--- config.mk ---
export PLATFORM = sky130hd
export DESIGN_NAME = timer_channel_compare_status
export DESIGN_NICKNAME = d
export VERILOG_FILES = /design/src/tc_pkg.sv /design/src/timer_channel_compare_status.sv /design/src/line_action.sv /design/src/sync2.sv
export SDC_FILE = /design/constraint.sdc
export NUM_CORES = 1
export LEC_CHECK = 0
export BUFFER_PORTS_ARGS = -buffer_cell sky130_fd_sc_hd__buf_2
export CAP_MARGIN = 15
export CELL_PAD_IN_SITES_DETAIL_PLACEMENT = 1
export CELL_PAD_IN_SITES_GLOBAL_PLACEMENT = 2
export CORE_MARGIN = 2
export CORE_UTILIZATION = 37
export DETAILED_ROUTE_END_ITERATION = 16
export PLACE_DENSITY = 0.86
export SYNTH_ARGS = -nofsm -noshare
export SYNTH_HDL_FRONTEND = slang
export SYNTH_SLANG_ARGS = --single-unit
--- constraint.sdc ---
create_clock -name aclk -period 2.1 [get_ports aclk]
set_input_delay 0.105 -clock aclk [delete_from_list [all_inputs] [get_ports aclk]]
set_output_delay 0.105 -clock aclk [all_outputs]
set_load 0.03 [all_outputs]
--- src/tc_pkg.sv ---
package tc_pkg;

  // ---------------------------------------------------------------------------
  // Register byte offsets
  // ---------------------------------------------------------------------------
  localparam logic [7:0] OFF_MODE = 8'h04;
  localparam logic [7:0] OFF_CTRL = 8'h00;
  localparam logic [7:0] OFF_COUNT = 8'h10;
  localparam logic [7:0] OFF_HOLD_A = 8'h14;
  localparam logic [7:0] OFF_HOLD_B = 8'h18;
  localparam logic [7:0] OFF_LIMIT_C = 8'h1C;
  localparam logic [7:0] OFF_STATUS = 8'h20;
  localparam logic [7:0] OFF_IRQ_EN = 8'h24;
  localparam logic [7:0] OFF_IRQ_DIS = 8'h28;
  localparam logic [7:0] OFF_IRQ_MASK = 8'h2C;

  // ---------------------------------------------------------------------------
  // Control command bits
  // ---------------------------------------------------------------------------
  localparam int CTRL_CLK_EN = 0;
  localparam int CTRL_CLK_DIS = 1;
  localparam int CTRL_SW_TRIG = 2;

  // ---------------------------------------------------------------------------
  // Mode register fields
  // ---------------------------------------------------------------------------
  localparam int MODE_WAVE = 15;
  localparam int MODE_EXT_EDGE = 8;
  localparam int MODE_LOAD_A_EDGE = 16;
  localparam int MODE_LOAD_B_EDGE = 18;
  localparam int MODE_A_MATCH_A = 16;
  localparam int MODE_A_MATCH_C = 18;
  localparam int MODE_A_EXT = 20;
  localparam int MODE_A_SW = 22;
  localparam int MODE_B_MATCH_B = 24;
  localparam int MODE_B_MATCH_C = 26;
  localparam int MODE_B_EXT = 28;
  localparam int MODE_B_SW = 30;
  localparam logic [31:0] MODE_RESET = 32'h0000_0000;

  // ---------------------------------------------------------------------------
  // Status fields
  // ---------------------------------------------------------------------------
  localparam int ST_OVF = 0;
  localparam int ST_LOVR = 1;
  localparam int ST_CMPA = 2;
  localparam int ST_CMPB = 3;
  localparam int ST_CMPC = 4;
  localparam int ST_LDA = 5;
  localparam int ST_LDB = 6;
  localparam int ST_ETRG = 7;
  localparam int ST_CLKON = 16;
  localparam int ST_MIRA = 17;
  localparam int ST_MIRB = 18;
  localparam int NUM_FLAGS = 8;

  // Line action encoding.
  localparam logic [1:0] ACT_NONE = 2'h0;
  localparam logic [1:0] ACT_SET = 2'h1;
  localparam logic [1:0] ACT_CLEAR = 2'h2;
  localparam logic [1:0] ACT_TOGGLE = 2'h3;

  // AXI responses.
  localparam logic [1:0] RESP_OKAY = 2'h0;
  localparam logic [1:0] RESP_SLVERR = 2'h2;

endpackage

--- src/timer_channel_compare_status.sv ---
// The placing of the registers and the AXI4-Lite interface to the registers were decided locally.
`timescale 1ns/1ps
module timer_channel_compare_status
  import tc_pkg::*;
(
  // Clock and reset.
  input wire logic aclk,
  input wire logic aresetn,
  // AXI4-Lite write address.
  input wire logic [7:0] s_axi_awaddr,
  input wire logic s_axi_awvalid,
  output logic s_axi_awready,
  // AXI4-Lite write data.
  input wire logic [31:0] s_axi_wdata,
  input wire logic [3:0] s_axi_wstrb,
  input wire logic s_axi_wvalid,
  output logic s_axi_wready,
  // AXI4-Lite write response.
  output logic [1:0] s_axi_bresp,
  output logic s_axi_bvalid,
  input wire logic s_axi_bready,
  // AXI4-Lite read address.
  input wire logic [7:0] s_axi_araddr,
  input wire logic s_axi_arvalid,
  output logic s_axi_arready,
  // AXI4-Lite read data.
  output logic [31:0] s_axi_rdata,
  output logic [1:0] s_axi_rresp,
  output logic s_axi_rvalid,
  input wire logic s_axi_rready,
  // Channel lines as two-way pins.
  input wire logic channel_line_a_in,
  output logic channel_line_a_out,
  output logic channel_line_a_oe,
  input wire logic channel_line_b_in,
  output logic channel_line_b_out,
  output logic channel_line_b_oe,
  // Selected external event source.
  input wire logic ext_event_in,
  // Interrupt.
  output logic irq
);

  // ---------------------------------------------------------------------------
  // State
  // ---------------------------------------------------------------------------
  typedef struct packed {
    logic aw_held;
    logic [7:0] aw_addr;
    logic w_held;
    logic [31:0] w_data;
    logic [3:0] w_strb;
    logic bvalid;
    logic [1:0] bresp;
    logic rvalid;
    logic [31:0] rdata;
    logic [1:0] rresp;
    logic [31:0] mode;
    logic [15:0] live_count;
    logic [15:0] hold_a;
    logic [15:0] hold_b;
    logic [15:0] limit_c;
    logic clk_on;
    logic [NUM_FLAGS-1:0] flags;
    logic [NUM_FLAGS-1:0] irq_mask;
    logic a_unread;
    logic b_unread;
    logic load_b_next;
    logic line_a;
    logic line_b;
    logic prev_a;
    logic prev_ext;
    logic irq;
  } state_t;

  state_t s_reg;
  state_t s_next;

  logic pin_a_sync;
  logic pin_b_sync;
  logic ext_sync;
  logic line_a_new;
  logic line_b_new;

  // ---------------------------------------------------------------------------
  // Pin synchronisers
  // ---------------------------------------------------------------------------
  sync2 u_sync_a (
    .aclk(aclk),
    .aresetn(aresetn),
    .d(channel_line_a_in),
    .q(pin_a_sync)
  );

  sync2 u_sync_b (
    .aclk(aclk),
    .aresetn(aresetn),
    .d(channel_line_b_in),
    .q(pin_b_sync)
  );

  sync2 u_sync_ext (
    .aclk(aclk),
    .aresetn(aresetn),
    .d(ext_event_in),
    .q(ext_sync)
  );

  // ---------------------------------------------------------------------------
  // Event decode
  // ---------------------------------------------------------------------------
  logic wave;
  logic wr_fire;
  logic rd_fire;
  logic sw_trig;
  logic match_a;
  logic match_b;
  logic match_c;
  logic ovf;
  logic ext_ev;
  logic a_rise;
  logic a_fall;
  logic ld_a;
  logic ld_b;
  logic [31:0] wmask;
  logic [31:0] wval;

  assign wave = s_reg.mode[MODE_WAVE];
  assign wr_fire = s_reg.aw_held && s_reg.w_held && !s_reg.bvalid;
  assign rd_fire = s_axi_arvalid && !s_reg.rvalid;
  assign wmask = {{8{s_reg.w_strb[3]}}, {8{s_reg.w_strb[2]}},
                  {8{s_reg.w_strb[1]}}, {8{s_reg.w_strb[0]}}};
  assign wval = s_reg.w_data & wmask;
  assign sw_trig = wr_fire && s_reg.aw_addr == OFF_CTRL && wval[CTRL_SW_TRIG];
  assign match_a = wave && s_reg.clk_on && s_reg.live_count == s_reg.hold_a;
  assign match_b = wave && s_reg.clk_on && s_reg.live_count == s_reg.hold_b;
  assign match_c = s_reg.clk_on && s_reg.live_count == s_reg.limit_c;
  assign ovf = s_reg.clk_on && s_reg.live_count == 16'hFFFF;
  assign a_rise = pin_a_sync && !s_reg.prev_a;
  assign a_fall = !pin_a_sync && s_reg.prev_a;

  // Edge selection for the external event and the capture loads.
  function automatic logic edge_hit(input logic [1:0] sel, input logic r, input logic f);
    return (sel[0] && r) || (sel[1] && f);
  endfunction

  assign ext_ev = edge_hit(s_reg.mode[MODE_EXT_EDGE +: 2],
                           ext_sync && !s_reg.prev_ext, !ext_sync && s_reg.prev_ext);
  assign ld_a = !wave && s_reg.clk_on && !s_reg.load_b_next &&
                edge_hit(s_reg.mode[MODE_LOAD_A_EDGE +: 2], a_rise, a_fall);
  assign ld_b = !wave && s_reg.clk_on && s_reg.load_b_next &&
                edge_hit(s_reg.mode[MODE_LOAD_B_EDGE +: 2], a_rise, a_fall);

  // ---------------------------------------------------------------------------
  // Line action resolution
  // ---------------------------------------------------------------------------
  line_action u_act_a (
    .level(s_reg.line_a),
    .ev_match_own(match_a),
    .ev_match_c(match_c && wave),
    .ev_ext(ext_ev && wave),
    .ev_sw(sw_trig && wave),
    .act_match_own(s_reg.mode[MODE_A_MATCH_A +: 2]),
    .act_match_c(s_reg.mode[MODE_A_MATCH_C +: 2]),
    .act_ext(s_reg.mode[MODE_A_EXT +: 2]),
    .act_sw(s_reg.mode[MODE_A_SW +: 2]),
    .next_level(line_a_new)
  );

  line_action u_act_b (
    .level(s_reg.line_b),
    .ev_match_own(match_b),
    .ev_match_c(match_c && wave),
    .ev_ext(ext_ev && wave),
    .ev_sw(sw_trig && wave),
    .act_match_own(s_reg.mode[MODE_B_MATCH_B +: 2]),
    .act_match_c(s_reg.mode[MODE_B_MATCH_C +: 2]),
    .act_ext(s_reg.mode[MODE_B_EXT +: 2]),
    .act_sw(s_reg.mode[MODE_B_SW +: 2]),
    .next_level(line_b_new)
  );

  // ---------------------------------------------------------------------------
  // Next state
  // ---------------------------------------------------------------------------
  logic [NUM_FLAGS-1:0] ev_set;
  logic [NUM_FLAGS-1:0] status_low;
  logic [NUM_FLAGS-1:0] dis_bits;
  logic [31:0] status_word;
  logic rd_status;

  // Flag events; only the hold compare, load and load overrun flags are gated by mode.
  always_comb begin
    ev_set = '0;
    ev_set[ST_OVF] = ovf;
    ev_set[ST_LOVR] = (ld_a && s_reg.a_unread) || (ld_b && s_reg.b_unread);
    ev_set[ST_CMPA] = match_a;
    ev_set[ST_CMPB] = match_b;
    ev_set[ST_CMPC] = match_c;
    ev_set[ST_LDA] = ld_a;
    ev_set[ST_LDB] = ld_b;
    ev_set[ST_ETRG] = ext_ev;
    status_low = s_reg.flags;
    status_word = '0;
    status_word[NUM_FLAGS-1:0] = status_low;
    status_word[ST_CLKON] = s_reg.clk_on;
    status_word[ST_MIRA] = wave ? s_reg.line_a : pin_a_sync;
    status_word[ST_MIRB] = wave ? s_reg.line_b : pin_b_sync;
    rd_status = rd_fire && s_axi_araddr == OFF_STATUS;
    dis_bits = wval[NUM_FLAGS-1:0];
    dis_bits[ST_LOVR] = dis_bits[ST_LOVR] && !wave;
    dis_bits[ST_LDA] = dis_bits[ST_LDA] && !wave;
    dis_bits[ST_LDB] = dis_bits[ST_LDB] && !wave;
    dis_bits[ST_CMPA] = dis_bits[ST_CMPA] && wave;
    dis_bits[ST_CMPB] = dis_bits[ST_CMPB] && wave;
  end

  always_comb begin
    s_next = s_reg;
    s_next.prev_a = pin_a_sync;
    s_next.prev_ext = ext_sync;
    // Bus handshake: address and data are taken in either order.
    if (s_axi_awvalid && !s_reg.aw_held) begin
      s_next.aw_held = 1'b1;
      s_next.aw_addr = s_axi_awaddr;
    end
    if (s_axi_wvalid && !s_reg.w_held) begin
      s_next.w_held = 1'b1;
      s_next.w_data = s_axi_wdata;
      s_next.w_strb = s_axi_wstrb;
    end
    if (s_reg.bvalid && s_axi_bready) begin
      s_next.bvalid = 1'b0;
    end
    if (s_reg.rvalid && s_axi_rready) begin
      s_next.rvalid = 1'b0;
    end
    // Counter runs while its clock is on.
    if (s_reg.clk_on) begin
      s_next.live_count = s_reg.live_count + 16'h0001;
    end
    if (ld_a) begin
      s_next.hold_a = s_reg.live_count;
      s_next.a_unread = 1'b1;
      s_next.load_b_next = 1'b1;
    end
    if (ld_b) begin
      s_next.hold_b = s_reg.live_count;
      s_next.b_unread = 1'b1;
      s_next.load_b_next = 1'b0;
    end
    s_next.line_a = line_a_new;
    s_next.line_b = line_b_new;
    // Register reads.
    if (rd_fire) begin
      s_next.rvalid = 1'b1;
      s_next.rresp = RESP_OKAY;
      s_next.rdata = '0;
      case (s_axi_araddr)
        OFF_MODE: s_next.rdata = s_reg.mode;
        OFF_COUNT: s_next.rdata = {16'h0000, s_reg.live_count};
        OFF_HOLD_A: begin
          s_next.rdata = {16'h0000, s_reg.hold_a};
          s_next.a_unread = ld_a;
        end
        OFF_HOLD_B: begin
          s_next.rdata = {16'h0000, s_reg.hold_b};
          s_next.b_unread = ld_b;
        end
        OFF_LIMIT_C: s_next.rdata = {16'h0000, s_reg.limit_c};
        OFF_STATUS: s_next.rdata = status_word;
        OFF_IRQ_MASK: s_next.rdata = {24'h000000, s_reg.irq_mask};
        OFF_CTRL, OFF_IRQ_EN, OFF_IRQ_DIS: s_next.rdata = '0;
        default: s_next.rresp = RESP_SLVERR;
      endcase
    end
    // Sticky flags: a read clears, a same-cycle event still sets.
    s_next.flags = (rd_status ? '0 : s_reg.flags) | ev_set;
    // Register writes.
    if (wr_fire) begin
      s_next.aw_held = 1'b0;
      s_next.w_held = 1'b0;
      s_next.bvalid = 1'b1;
      s_next.bresp = RESP_OKAY;
      case (s_reg.aw_addr)
        OFF_CTRL: begin
          if (wval[CTRL_CLK_DIS]) begin
            s_next.clk_on = 1'b0;
          end else if (wval[CTRL_CLK_EN]) begin
            s_next.clk_on = 1'b1;
          end
          if (wval[CTRL_SW_TRIG]) begin
            s_next.live_count = '0;
            s_next.clk_on = 1'b1;
          end
        end
        OFF_MODE: s_next.mode = (s_reg.mode & ~wmask) | wval;
        OFF_HOLD_A: begin
          if (wave) begin
            s_next.hold_a = s_reg.w_data[15:0];
          end
        end
        OFF_HOLD_B: begin
          if (wave) begin
            s_next.hold_b = s_reg.w_data[15:0];
          end
        end
        OFF_LIMIT_C: s_next.limit_c = s_reg.w_data[15:0];
        OFF_IRQ_EN: s_next.irq_mask = s_reg.irq_mask | wval[NUM_FLAGS-1:0];
        OFF_IRQ_DIS: s_next.irq_mask = s_reg.irq_mask & ~dis_bits;
        OFF_COUNT, OFF_STATUS, OFF_IRQ_MASK: s_next.bresp = RESP_OKAY;
        default: s_next.bresp = RESP_SLVERR;
      endcase
    end
    s_next.irq = |(s_next.flags & s_next.irq_mask);
  end

  // ---------------------------------------------------------------------------
  // Registers
  // ---------------------------------------------------------------------------
  always_ff @(posedge aclk) begin
    if (!aresetn) begin
      s_reg <= '0;
      s_reg.mode <= MODE_RESET;
    end else begin
      s_reg <= s_next;
    end
  end

  // ---------------------------------------------------------------------------
  // Outputs
  // ---------------------------------------------------------------------------
  assign s_axi_awready = !s_reg.aw_held;
  assign s_axi_wready = !s_reg.w_held;
  assign s_axi_bvalid = s_reg.bvalid;
  assign s_axi_bresp = s_reg.bresp;
  assign s_axi_arready = !s_reg.rvalid;
  assign s_axi_rvalid = s_reg.rvalid;
  assign s_axi_rdata = s_reg.rdata;
  assign s_axi_rresp = s_reg.rresp;
  assign channel_line_a_out = s_reg.line_a;
  assign channel_line_b_out = s_reg.line_b;
  assign channel_line_a_oe = s_reg.mode[MODE_WAVE];
  assign channel_line_b_oe = s_reg.mode[MODE_WAVE];
  assign irq = s_reg.irq;

endmodule

--- src/line_action.sv ---
`timescale 1ns/1ps
module line_action
  import tc_pkg::*;
(
  // Current level and events.
  input wire logic level,
  input wire logic ev_match_own,
  input wire logic ev_match_c,
  input wire logic ev_ext,
  input wire logic ev_sw,
  // Action fields.
  input wire logic [1:0] act_match_own,
  input wire logic [1:0] act_match_c,
  input wire logic [1:0] act_ext,
  input wire logic [1:0] act_sw,
  // Resolved level.
  output logic next_level
);

  // Applies one action to a level.
  function automatic logic apply(input logic lv, input logic [1:0] act);
    logic r;
    r = lv;
    case (act)
      ACT_SET: r = 1'b1;
      ACT_CLEAR: r = 1'b0;
      ACT_TOGGLE: r = ~lv;
      default: r = lv;
    endcase
    return r;
  endfunction

  // Highest priority wins: software trigger, then external event, then
  // limit C match, then own hold match; only one action is applied.
  always_comb begin
    next_level = level;
    if (ev_sw && act_sw != ACT_NONE) begin
      next_level = apply(level, act_sw);
    end else if (ev_ext && act_ext != ACT_NONE) begin
      next_level = apply(level, act_ext);
    end else if (ev_match_c && act_match_c != ACT_NONE) begin
      next_level = apply(level, act_match_c);
    end else if (ev_match_own) begin
      next_level = apply(level, act_match_own);
    end
  end

endmodule

--- src/sync2.sv ---
`timescale 1ns/1ps
module sync2 (
  // Clock and reset.
  input wire logic aclk,
  input wire logic aresetn,
  // Asynchronous level and its synchronised copy.
  input wire logic d,
  output logic q
);

  typedef struct packed {
    logic meta;
    logic q;
  } sync_state_t;

  sync_state_t s_reg;
  sync_state_t s_next;

  // Two flops; only the second reads the first.
  always_comb begin
    s_next.meta = d;
    s_next.q = s_reg.meta;
  end

  always_ff @(posedge aclk) begin
    if (!aresetn) begin
      s_reg <= '0;
    end else begin
      s_reg <= s_next;
    end
  end

  assign q = s_reg.q;

endmodule

======== Word-level counts from Yosys, hierarchy flattened ========
Index checks and enable logic that the tools add are counted.
word-level totals
  register bits ........................... 211
  output and inout port bits .............. 46
cells by class
  add/sub/neg operators ................... 1
  eq/ne operators ......................... 52
  mux-type cells .......................... 49
  bitwise gates (word level) .............. 12
  reductions and logical operators ........ 85
operators with widths
  operator                                                               count
  32-bit one-hot mux with 7 select lines                                 1
  16-bit 2-to-1 mux                                                      10
  65-bit 2-to-1 mux                                                      1
  32-bit bitwise AND                                                     2
  8-bit by 5-bit equality test with 1-bit output, second input constant  8
  8-bit by 6-bit equality test with 1-bit output, second input constant  8
  16-bit equality test                                                   3
  1-bit logical AND                                                      46
  35-bit 2-to-1 mux                                                      1
  2-bit equality test, second input constant                             16
  32-bit inverter                                                        1
  32-bit OR                                                              1
  1-bit one-hot mux with 3 select lines                                  8
  1-bit 2-to-1 mux                                                       20
  10-bit OR reduction                                                    2
  16-bit by 1-bit adder with 16-bit output, second input constant        1
  8-bit bitwise AND                                                      2
  16-bit equality test, second input constant                            1
  2-bit by 1-bit equality test with 1-bit output, second input constant  8
  8-bit by 3-bit equality test with 1-bit output, second input constant  2
  8-bit zero test                                                        2
  8-bit 2-to-1 mux                                                       2
  8-bit OR                                                               2
  8-bit one-hot mux with 2 select lines                                  1
  18 further kinds                                                       50

======== Longest topological paths before layout ========
Gate-level depths: netlist (run 1).
  word-level depth ........................ 10
  gate-level depth with buffers ........... 8
  gate-level depth less buffers ........... 7

======== Hierarchy ========
A second synthesis (run 1) with hierarchy kept.
second synthesis, totals
  cell total of the unflattened synthesis .. 1,139
  area, all modules ....................... 9,669.3 µm²
by module, submodules not included
  module                        times used  cells each  area each (µm²)  sequential area each (µm²)
  timer_channel_compare_status  1           1,099       9,313.9          4,063.9
  line_action                   2           14          98.8             0.0
  sync2                         3           4           52.6             40.0

======== Worst setup path before layout (run 1) ========
Ideal clock, no wire load.
  path kind ............................... reg-to-reg
  from .................................... register with a tool-made name
  to ...................................... register s_reg (netlist bit irq)
  arrival time ............................ 2.045 ns
  data required time ...................... 1.975 ns
  setup slack ............................. -0.070 ns
  cell stages (with the launch flop) ...... 8
  path buffers ............................ 1
  period minus slack after synthesis ...... 2.170 ns
  cell sequence ........................... dfxtp_1 > nand2b_1 > a211oi_1 > clkbuf_2 > a222oi_1 > a21oi_1 > a2111o_1 > o41a_1
RTL lines
  what                  line                                 source
  to (signal assigned)  timer_channel_compare_status.sv:326  s_reg <= s_next;
  to (decl)             timer_channel_compare_status.sv:76   state_t s_reg;

======== Worst setup path after layout (run 1) ========
  from .................................... register s_reg[86] in the netlist's numbering
  to ...................................... register s_reg (netlist bit irq)
between the ends
  word-level cells in the longest chain between the ends .. 5
  elaborated cells between the ends (all ways) .. 11
  classes of those cells .................. eq/ne (4); bitwise (2); reduce/logical (5)
RTL lines
  what                                            line                                 source
  16-bit equality test, on equally long branches  n/a
  1-bit logical AND, on equally long branches     n/a
  8-bit OR *                                      timer_channel_compare_status.sv:278  s_next.flags = (rd_status ? '0 : s_reg.flags) | ev_set;
  8-bit bitwise AND *                             timer_channel_compare_status.sv:315  s_next.irq = |(s_next.flags & s_next.irq_mask);
  8-bit OR reduction *                            timer_channel_compare_status.sv:315
Mark *: on every way between the ends. The rest lies on a longest branch, timed or not.
A chain may end at the register's enable or synchronous reset.

==> flow_summary.json, run 1 <==
{
  "cp_cell_sequence": "xor2_1 -> nor3_1 -> nand4_1 -> buf_4 -> o21ai_1 -> a2111o_1 -> o41a_1",
  "failing_checks": "setup timing",
  "grt_pass1_wl_mm": 52.32,
  "timing.final.max_slew_violations": 0,
  "power.share.clock_pct": 47.7,
  "synth_top_cell_area_share_pct": 39.94,
  "timing.critical_path.buf_inv": 1,
  "cts-buffers-inserted": 24,
  "synth_sequential_area_ratio_pct": 39.94,
  "drt_first_iter_violations": 581,
  "finalHoldViolations": 0,
  "rr_worst_depth": 7,
  "timing.critical_path.slowest_cell_delay_ps": 430,
  "die_height_um": 172.3,
  "detailed_place_hpwl_mm": 23.63,
  "power-per-cell-area_nw_per_um2": 697.0,
  "tritoncts": "yes",
  "synth-edff-count": 0,
  "static_leakage_nw": 5.519,
  "cap_viol_max_count": 0,
  "syn-cell-area_um2": 10480,
  "coreArea_um2": 27860,
  "final_min_period_over_clock_period_pct": 100.8,
  "cp.depth": 7,
  "status": "finished with violations",
  "io_pins": 108,
  "antenna_found_initial": 0,
  "layout_min_cycle_time_ps": 2117,
  "end_kind": "flip-flop",
  "num_antenna_cells": 0,
  "drt-total-wl_mm": 33.86,
  "ys.warnings.count": 0,
  "die_outline_area_um2": 29670,
  "critical_path.top_delay_family": "compound AO/OA/AOI/OAI gates",
  "cts.clk_slew.worst_paths_ps": 60,
  "via_count": 9072,
  "route.antenna.remaining_nets": 0,
  "post_synth_inst_count": 1180,
  "hold_depth": 4,
  "tightestPinTransition_ps": 907.9,
  "hold-worst-slack_ps": 63.07,
  "cp_slowest_cell": "sky130_fd_sc_hd__a2111o_1",
  "start_util_pct": 37.60,
  "numClockSinks": 209,
  "ir_worst_vdd_uv": 528.2,
  "yosys.area.top_type": "sky130_fd_sc_hd__dfxtp_1",
  "fillCellCount": 3208,
  "clock_latency_ps": 520,
  "seq_area_um2": 4213,
  "clock_tree.buffer_depth": 3,
  "fin_ws_ps": -16.95,
  "kind_of_launch_point_of_the_worst_setup_path": "flip-flop",
  "synth_cell_types": 64,
  "finalNetCount": 1417,
  "drc": 0,
  "wl_per_cell_um": 19.46,
  "type_of_the_worst_min_delay_path": "in2reg",
  "gr-total-overflow": 0,
  "gp_congestion": 0.8324,
  "row_count": 61,
  "cts.root.buffer_cell": "sky130_fd_sc_hd__clkbuf_16",
  "slew_headroom_pct": 39.01,
  "cts.htree.levels": 1,
  "total_power_consumption_w": 0.009179,
  "finClkSkew_ps": 13.45,
  "first_global_vias": 9249,
  "grt_util_all_layers_pct": 22.79,
  "post_synth.cell_area_avg_um2": 8.877,
  "die_width_um": 172.3,
  "p_int_w": 0.007046,
  "setup_viol": 1,
  "final_cell_mix": "sky130_fd_sc_hd__nand2_1, sky130_fd_sc_hd__dfxtp_1, sky130_fd_sc_hd__buf_2",
  "grt_max_degree": 106,
  "multiInputGateArea_um2": 5667,
  "unrepaired_setup_endpoints_after_global_routing": "true",
  "syn2layout_area_growth_pct": 25.73,
  "share_of_final_layout_standard_cells_stronger_than_drive_strength_1_pct": 22.39,
  "detailedPlace.worstSlack_ps": -98.94,
  "io_buffers": 105,
  "final_common_cell": "sky130_fd_sc_hd__nand2_1",
  "seqPwrFrac_pct": 44.8,
  "viasPerCell": 5.214,
  "max_freq_mhz": 472.4,
  "switching_share_pct": 23.24,
  "share_comb_of_total_power_pct": 7.4,
  "worst_ep_required_time_ps": 2500,
  "synth.area.top_cells": "sky130_fd_sc_hd__dfxtp_1, sky130_fd_sc_hd__nand2_1, sky130_fd_sc_hd__mux2i_1, sky130_fd_sc_hd__o211a_1, sky130_fd_sc_hd__a21boi_1",
  "share_of_synthesized_registers_carrying_an_async_set_or_reset_pct": 0,
  "switchingPower_w": 0.002133,
  "yosys_register_bits": 209,
  "drtPass1Iterations": 6,
  "worst-path-max-fanout": 7,
  "timing.setup.critical_path_class": "reg2reg",
  "arrival_ps": 2520,
  "synth_ff_type": "sky130_fd_sc_hd__dfxtp_1"
}
[cell families after synthesis]
kind of cell | Yosys count | share of synthesized area [%]
muxes | 76 | 8.576
DFF | 209 | 39.94
and+or+nand+nor | 456 | 21.58
AOI/OAI and AO/OA | 221 | 16.27
adders and majority gates | 11 | 1.314
buffers and inverters | 143 | 7.011
other | 1 | 0.03580
xor gates and xnor gates | 63 | 5.268
[power by group through the flow]
stage,logic [W],registers [W],clock network [W]
2_1_floorplan,0.000365,0.00419,0
3_3_place_gp,0.000581,0.00420,0
3_5_place_dp,0.000590,0.00420,0
4_1_cts,0.000676,0.00412,0.00446
5_1_grt,0.000746,0.00412,0.00464
6_report,0.000684,0.00412,0.00438
[stage by stage]
| step | utilization, % | instance area (um^2) | std cells | TNS, ps |
|---|---|---|---|---|
| after global routing | 47.28 | 13170 | 1740 | -226.4 |
| after floorplan | - | 10480 | 1181 | 0 |
| final | 47.28 | 13170 | 1740 | -16.95 |
| after CTS | 46.74 | 13020 | 1733 | 0 |
| after global placement | 41.66 | 11610 | 1632 | 0 |
| after detailed placement | 41.66 | 11610 | 1632 | -133.2 |
[layout make-up]
class	count	share of cell area, %
Clock buffer	37	5.700
Tap cell	378	3.591
Sequential cell	209	31.99
Inverter	21	0.5985
Timing Repair Buffer	259	14.45
Multi-Input combinational cell	829	43.03
Clock inverter	7	0.6460
[cell usage after synthesis, drive strengths merged (9+ instances only)]
cell    count
a21boi     88
a21oi      20
a222oi      9
a22oi      15
and2       22
buf        70
clkbuf     52
dfxtp     209
ha         11
inv        21
mux2i      65
mux4       11
nand2     247
nand3      27
nand4      13
nor2       45
nor2b      44
o211a      38
o21ai      18
xnor2      35
xor2       28
[repair_timing]
action                     CTS  global route
resized for setup            7            34
hold endpoints to repair    52             0
hold buffers                57             0
pin swaps                    0            11
setup buffers                0             7
setup endpoints to repair    3            16
[routing by layer]
layer | track usage (%) | vias to the layer above | wire length, um
li1 | - | 4342 | -
met1 | 31.11 | 4444 | 15690
met2 | 37.17 | 236 | 15330
met3 | 4.395 | 50 | 2052
met4 | 5.480 | 0 | 787
met5 | 0 | - | 0
[worst reg2reg max path, stage by stage, from the launching register on]
cell and delay, ps:
sky130_fd_sc_hd__dfxtp_2 420, sky130_fd_sc_hd__xor2_1 270, sky130_fd_sc_hd__nor3_1 100, sky130_fd_sc_hd__nand4_1 100, sky130_fd_sc_hd__buf_4 140, sky130_fd_sc_hd__o21ai_1 100
sky130_fd_sc_hd__a2111o_1 430, sky130_fd_sc_hd__o41a_1 430
[worst paths after layout]
| kind | from | endpoint | slack, ps |
|---|---|---|---|
| setup / recovery | s_reg[86] | irq | -20 |
| hold / removal | s_axi_araddr[6] | s_axi_rresp[1] | 60 |
| setup reg to reg | s_reg[86] | irq | -20 |
| hold reg to reg | u_sync_a.s_next[0] | u_sync_a.q | 430 |
No activity file was read; power rests on OpenSTA's default activity.
==> run 2, diff against run 1 <==
- ABC_AREA: not set -> 1
- CORE_UTILIZATION: 37 -> 33
- CTS_CLUSTER_DIAMETER: not set -> 40
- PLACE_DENSITY: 0.86 -> 0.85
==> run 2 against run 1 <==
Effect of this change: the flow now finishes without violations; critical path depth up 4; non-clock buffer count is 20 lower; wire length up 23%; setup slack better by 160 ps; critical path type unchanged; highest routed layer unchanged.
==> flow_summary.json, run 2 <==
{
  "status": "completed",
  "die_height_um": 182.1,
  "post_synth_inst_count": 1545,
  "type_of_the_worst_min_delay_path": "in2reg",
  "grt_util_all_layers_pct": 24.93,
  "final_min_period_over_clock_period_pct": 93.19,
  "fillCellCount": 3959,
  "syn2layout_area_growth_pct": 30.64,
  "seq_area_um2": 4187,
  "finalHoldViolations": 0,
  "final_common_cell": "sky130_fd_sc_hd__nand2_1",
  "cts.htree.levels": 2,
  "gr-total-overflow": 0,
  "end_kind": "flip-flop",
  "arrival_ps": 2360,
  "cp_cell_sequence": "ha_1 -> nand2_1 -> nor2_1 -> nand3_1 -> inv_1 -> nand2_1 -> nor2_1 -> nand3_1 -> nor2_1 -> xor2_1 -> nor2_1",
  "finClkSkew_ps": 12.13,
  "clock_latency_ps": 520,
  "grt_pass1_wl_mm": 64.25,
  "synth_top_cell_area_share_pct": 39.97,
  "die_width_um": 182.1,
  "power-per-cell-area_nw_per_um2": 886.0,
  "combinational_family_with_the_most_area_after_synthesis": "simple AND/OR/NAND/NOR gates",
  "ys.warnings.count": 0,
  "gp_congestion": 0.9401,
  "kind_of_launch_point_of_the_worst_setup_path": "flip-flop",
  "timing.critical_path.slowest_cell_delay_ps": 380,
  "route.antenna.remaining_nets": 0,
  "via_count": 11090,
  "share_of_synthesized_registers_carrying_an_async_set_or_reset_pct": 0,
  "multiInputGateArea_um2": 5010,
  "synth-edff-count": 0,
  "synth.area.top_cells": "sky130_fd_sc_hd__dfxtp_1, sky130_fd_sc_hd__nand2_1, sky130_fd_sc_hd__o21ai_0, sky130_fd_sc_hd__inv_1, sky130_fd_sc_hd__nor2_1",
  "timing.critical_path.buf_inv": 1,
  "finalNetCount": 1787,
  "setup_viol": 0,
  "synth_ff_type": "sky130_fd_sc_hd__dfxtp_1",
  "wl_per_cell_um": 19.45,
  "placement.cell_area_um2": 11540,
  "synthTopCellsByCount": "sky130_fd_sc_hd__nand2_1, sky130_fd_sc_hd__dfxtp_1, sky130_fd_sc_hd__o21ai_0",
  "cts.clk_slew.worst_paths_ps": 50,
  "clock_tree.buffer_depth": 3,
  "syn-cell-area_um2": 10470,
  "timing.final.max_slew_violations": 0,
  "totalNegativeSetupSlack_ps": 0,
  "coreArea_um2": 31390,
  "numClockSinks": 209,
  "io_pins": 108,
  "post_synth.cell_area_avg_um2": 6.776,
  "worst_path_most_repeated_cell": "sky130_fd_sc_hd__nor2_1",
  "synth-adder-area-share_pct": 1.315,
  "worst-path-max-fanout": 6,
  "unrepaired_setup_endpoints_after_global_routing": "false",
  "yosys.area.top_type": "sky130_fd_sc_hd__dfxtp_1",
  "die_outline_area_um2": 33160,
  "num_antenna_cells": 0,
  "yosysMostFrequentCell": "sky130_fd_sc_hd__nand2_1",
  "synth_compound_area_share_pct": 21.19,
  "final_cell_mix": "sky130_fd_sc_hd__nand2_1, sky130_fd_sc_hd__dfxtp_1, sky130_fd_sc_hd__o21ai_0",
  "io_buffers": 105,
  "fraction_of_synthesized_cell_area_in_xor_and_xnor_cells_pct": 1.422,
  "timing.setup.critical_path_class": "reg2reg",
  "critical_path.top_delay_family": "simple AND/OR/NAND/NOR gates",
  "drtPass1Iterations": 4,
  "max_freq_mhz": 511.0,
  "detailed_place_hpwl_mm": 30.25,
  "yosys_register_bits": 209,
  "synth_mux_area_share_pct": 0,
  "synthSimpleGateAreaFrac_pct": 23.66,
  "viasPerCell": 5.162,
  "layout.cell_area.non_filler_um2": 13680,
  "static_leakage_nw": 5.900,
  "share_of_final_layout_standard_cells_stronger_than_drive_strength_1_pct": 16.27,
  "ir_worst_vdd_uv": 595.5,
  "drc": 0,
  "row_count": 65,
  "tritoncts": "yes",
  "cp_slowest_cell": "sky130_fd_sc_hd__dfxtp_2",
  "layout_min_cycle_time_ps": 1957,
  "grt_max_degree": 75,
  "drt-total-wl_mm": 41.78,
  "synth_sequential_area_ratio_pct": 39.97,
  "cts-buffers-inserted": 42,
  "cap_viol_max_count": 0,
  "first_global_vias": 11330,
  "worst_ep_required_time_ps": 2500,
  "drt_first_iter_violations": 615,
  "start_util_pct": 33.35,
  "cts.root.buffer_cell": "sky130_fd_sc_hd__clkbuf_16",
  "synth_cell_types": 45,
  "antenna_found_initial": 0
}
[run 2: area by class of cell]
class	instances	share of cell area, %
inverter	186	5.105
clock inverter	16	1.976
sequential	209	30.61
clock buffer	60	9.304
tap	402	3.678
timing repair buffer	239	12.70
multi-input combinational	1036	36.63
[run 2: final timing paths]
| check | from | endpoint | slack (ps) | cells after the start |
|---|---|---|---|---|
| worst max-delay path | s_reg[74] | s_reg[87] | 140 | 11 |
| worst min-delay path | s_axi_arvalid | s_axi_rdata[3] | 160 | 5 |
| worst min register to register | u_sync_b.s_next[0] | u_sync_b.q | 420 | 2 |
| worst max register to register | s_reg[74] | s_reg[87] | 140 | 11 |
[run 2: worst min-delay path: stages]
cell and delay, ps:
sky130_fd_sc_hd__buf_2 80, sky130_fd_sc_hd__nand2_1 70, sky130_fd_sc_hd__buf_4 230, sky130_fd_sc_hd__nand2_1 80
sky130_fd_sc_hd__a21oi_1 50
[run 2: cells by family (layout without fill, tap and decap cells)]
group           after synthesis  after routing
buf+inv                     301            501
flops                       209            209
xor+xnor                     17             17
compound gates              414            414
simple gates                592            592
fa+ha+maj                    11             11
other cells                   1              2
[run 2: stage by stage]
| stage | power [W] | hold slack, ps | worst slack (ps) | utilization [%] | instances |
|---|---|---|---|---|---|
| final | 0.01212 | 161.7 | 143.1 | 43.57 | 2148 |
| after global routing | 0.01249 | 197.0 | 19.07 | 43.57 | 2148 |
| after CTS | 0.01221 | 132.4 | 9.578 | 43.40 | 2146 |
| after detailed placement | 0.004840 | 300.9 | 22.79 | 36.76 | 2016 |
| after global placement | 0.004825 | 298.3 | 109.0 | 36.76 | 2016 |
| after floorplan | 0.004585 | 202.6 | 340.5 | - | 1546 |
[run 2: repair_timing]
action,CTS,global route
setup buffers,0,1
hold buffers,54,0
endpoints found under the setup margin,0,9
resized for setup,0,9
endpoints found under the hold margin,55,0
[run 2: metal layers]
layer  share of wire [%]  wire, um  global-route usage [%]
met3                 4.0      1668                   4.470
met2                  48     20160                   43.19
met1                  44     18290                   30.58
met4                 4.0      1666                   10.19
met5                   0         0                       0
[run 2: power breakdown]
part / switching [W] / total, W / internal (W) / leakage, nW
logic: 0.000416 / 0.000675 / 0.000260 / 3.45
registers: 0.000107 / 0.00419 / 0.00408 / 1.70
clock network: 0.00221 / 0.00725 / 0.00505 / 0.750
total: 0.00273 / 0.0121 / 0.00939 / 5.90
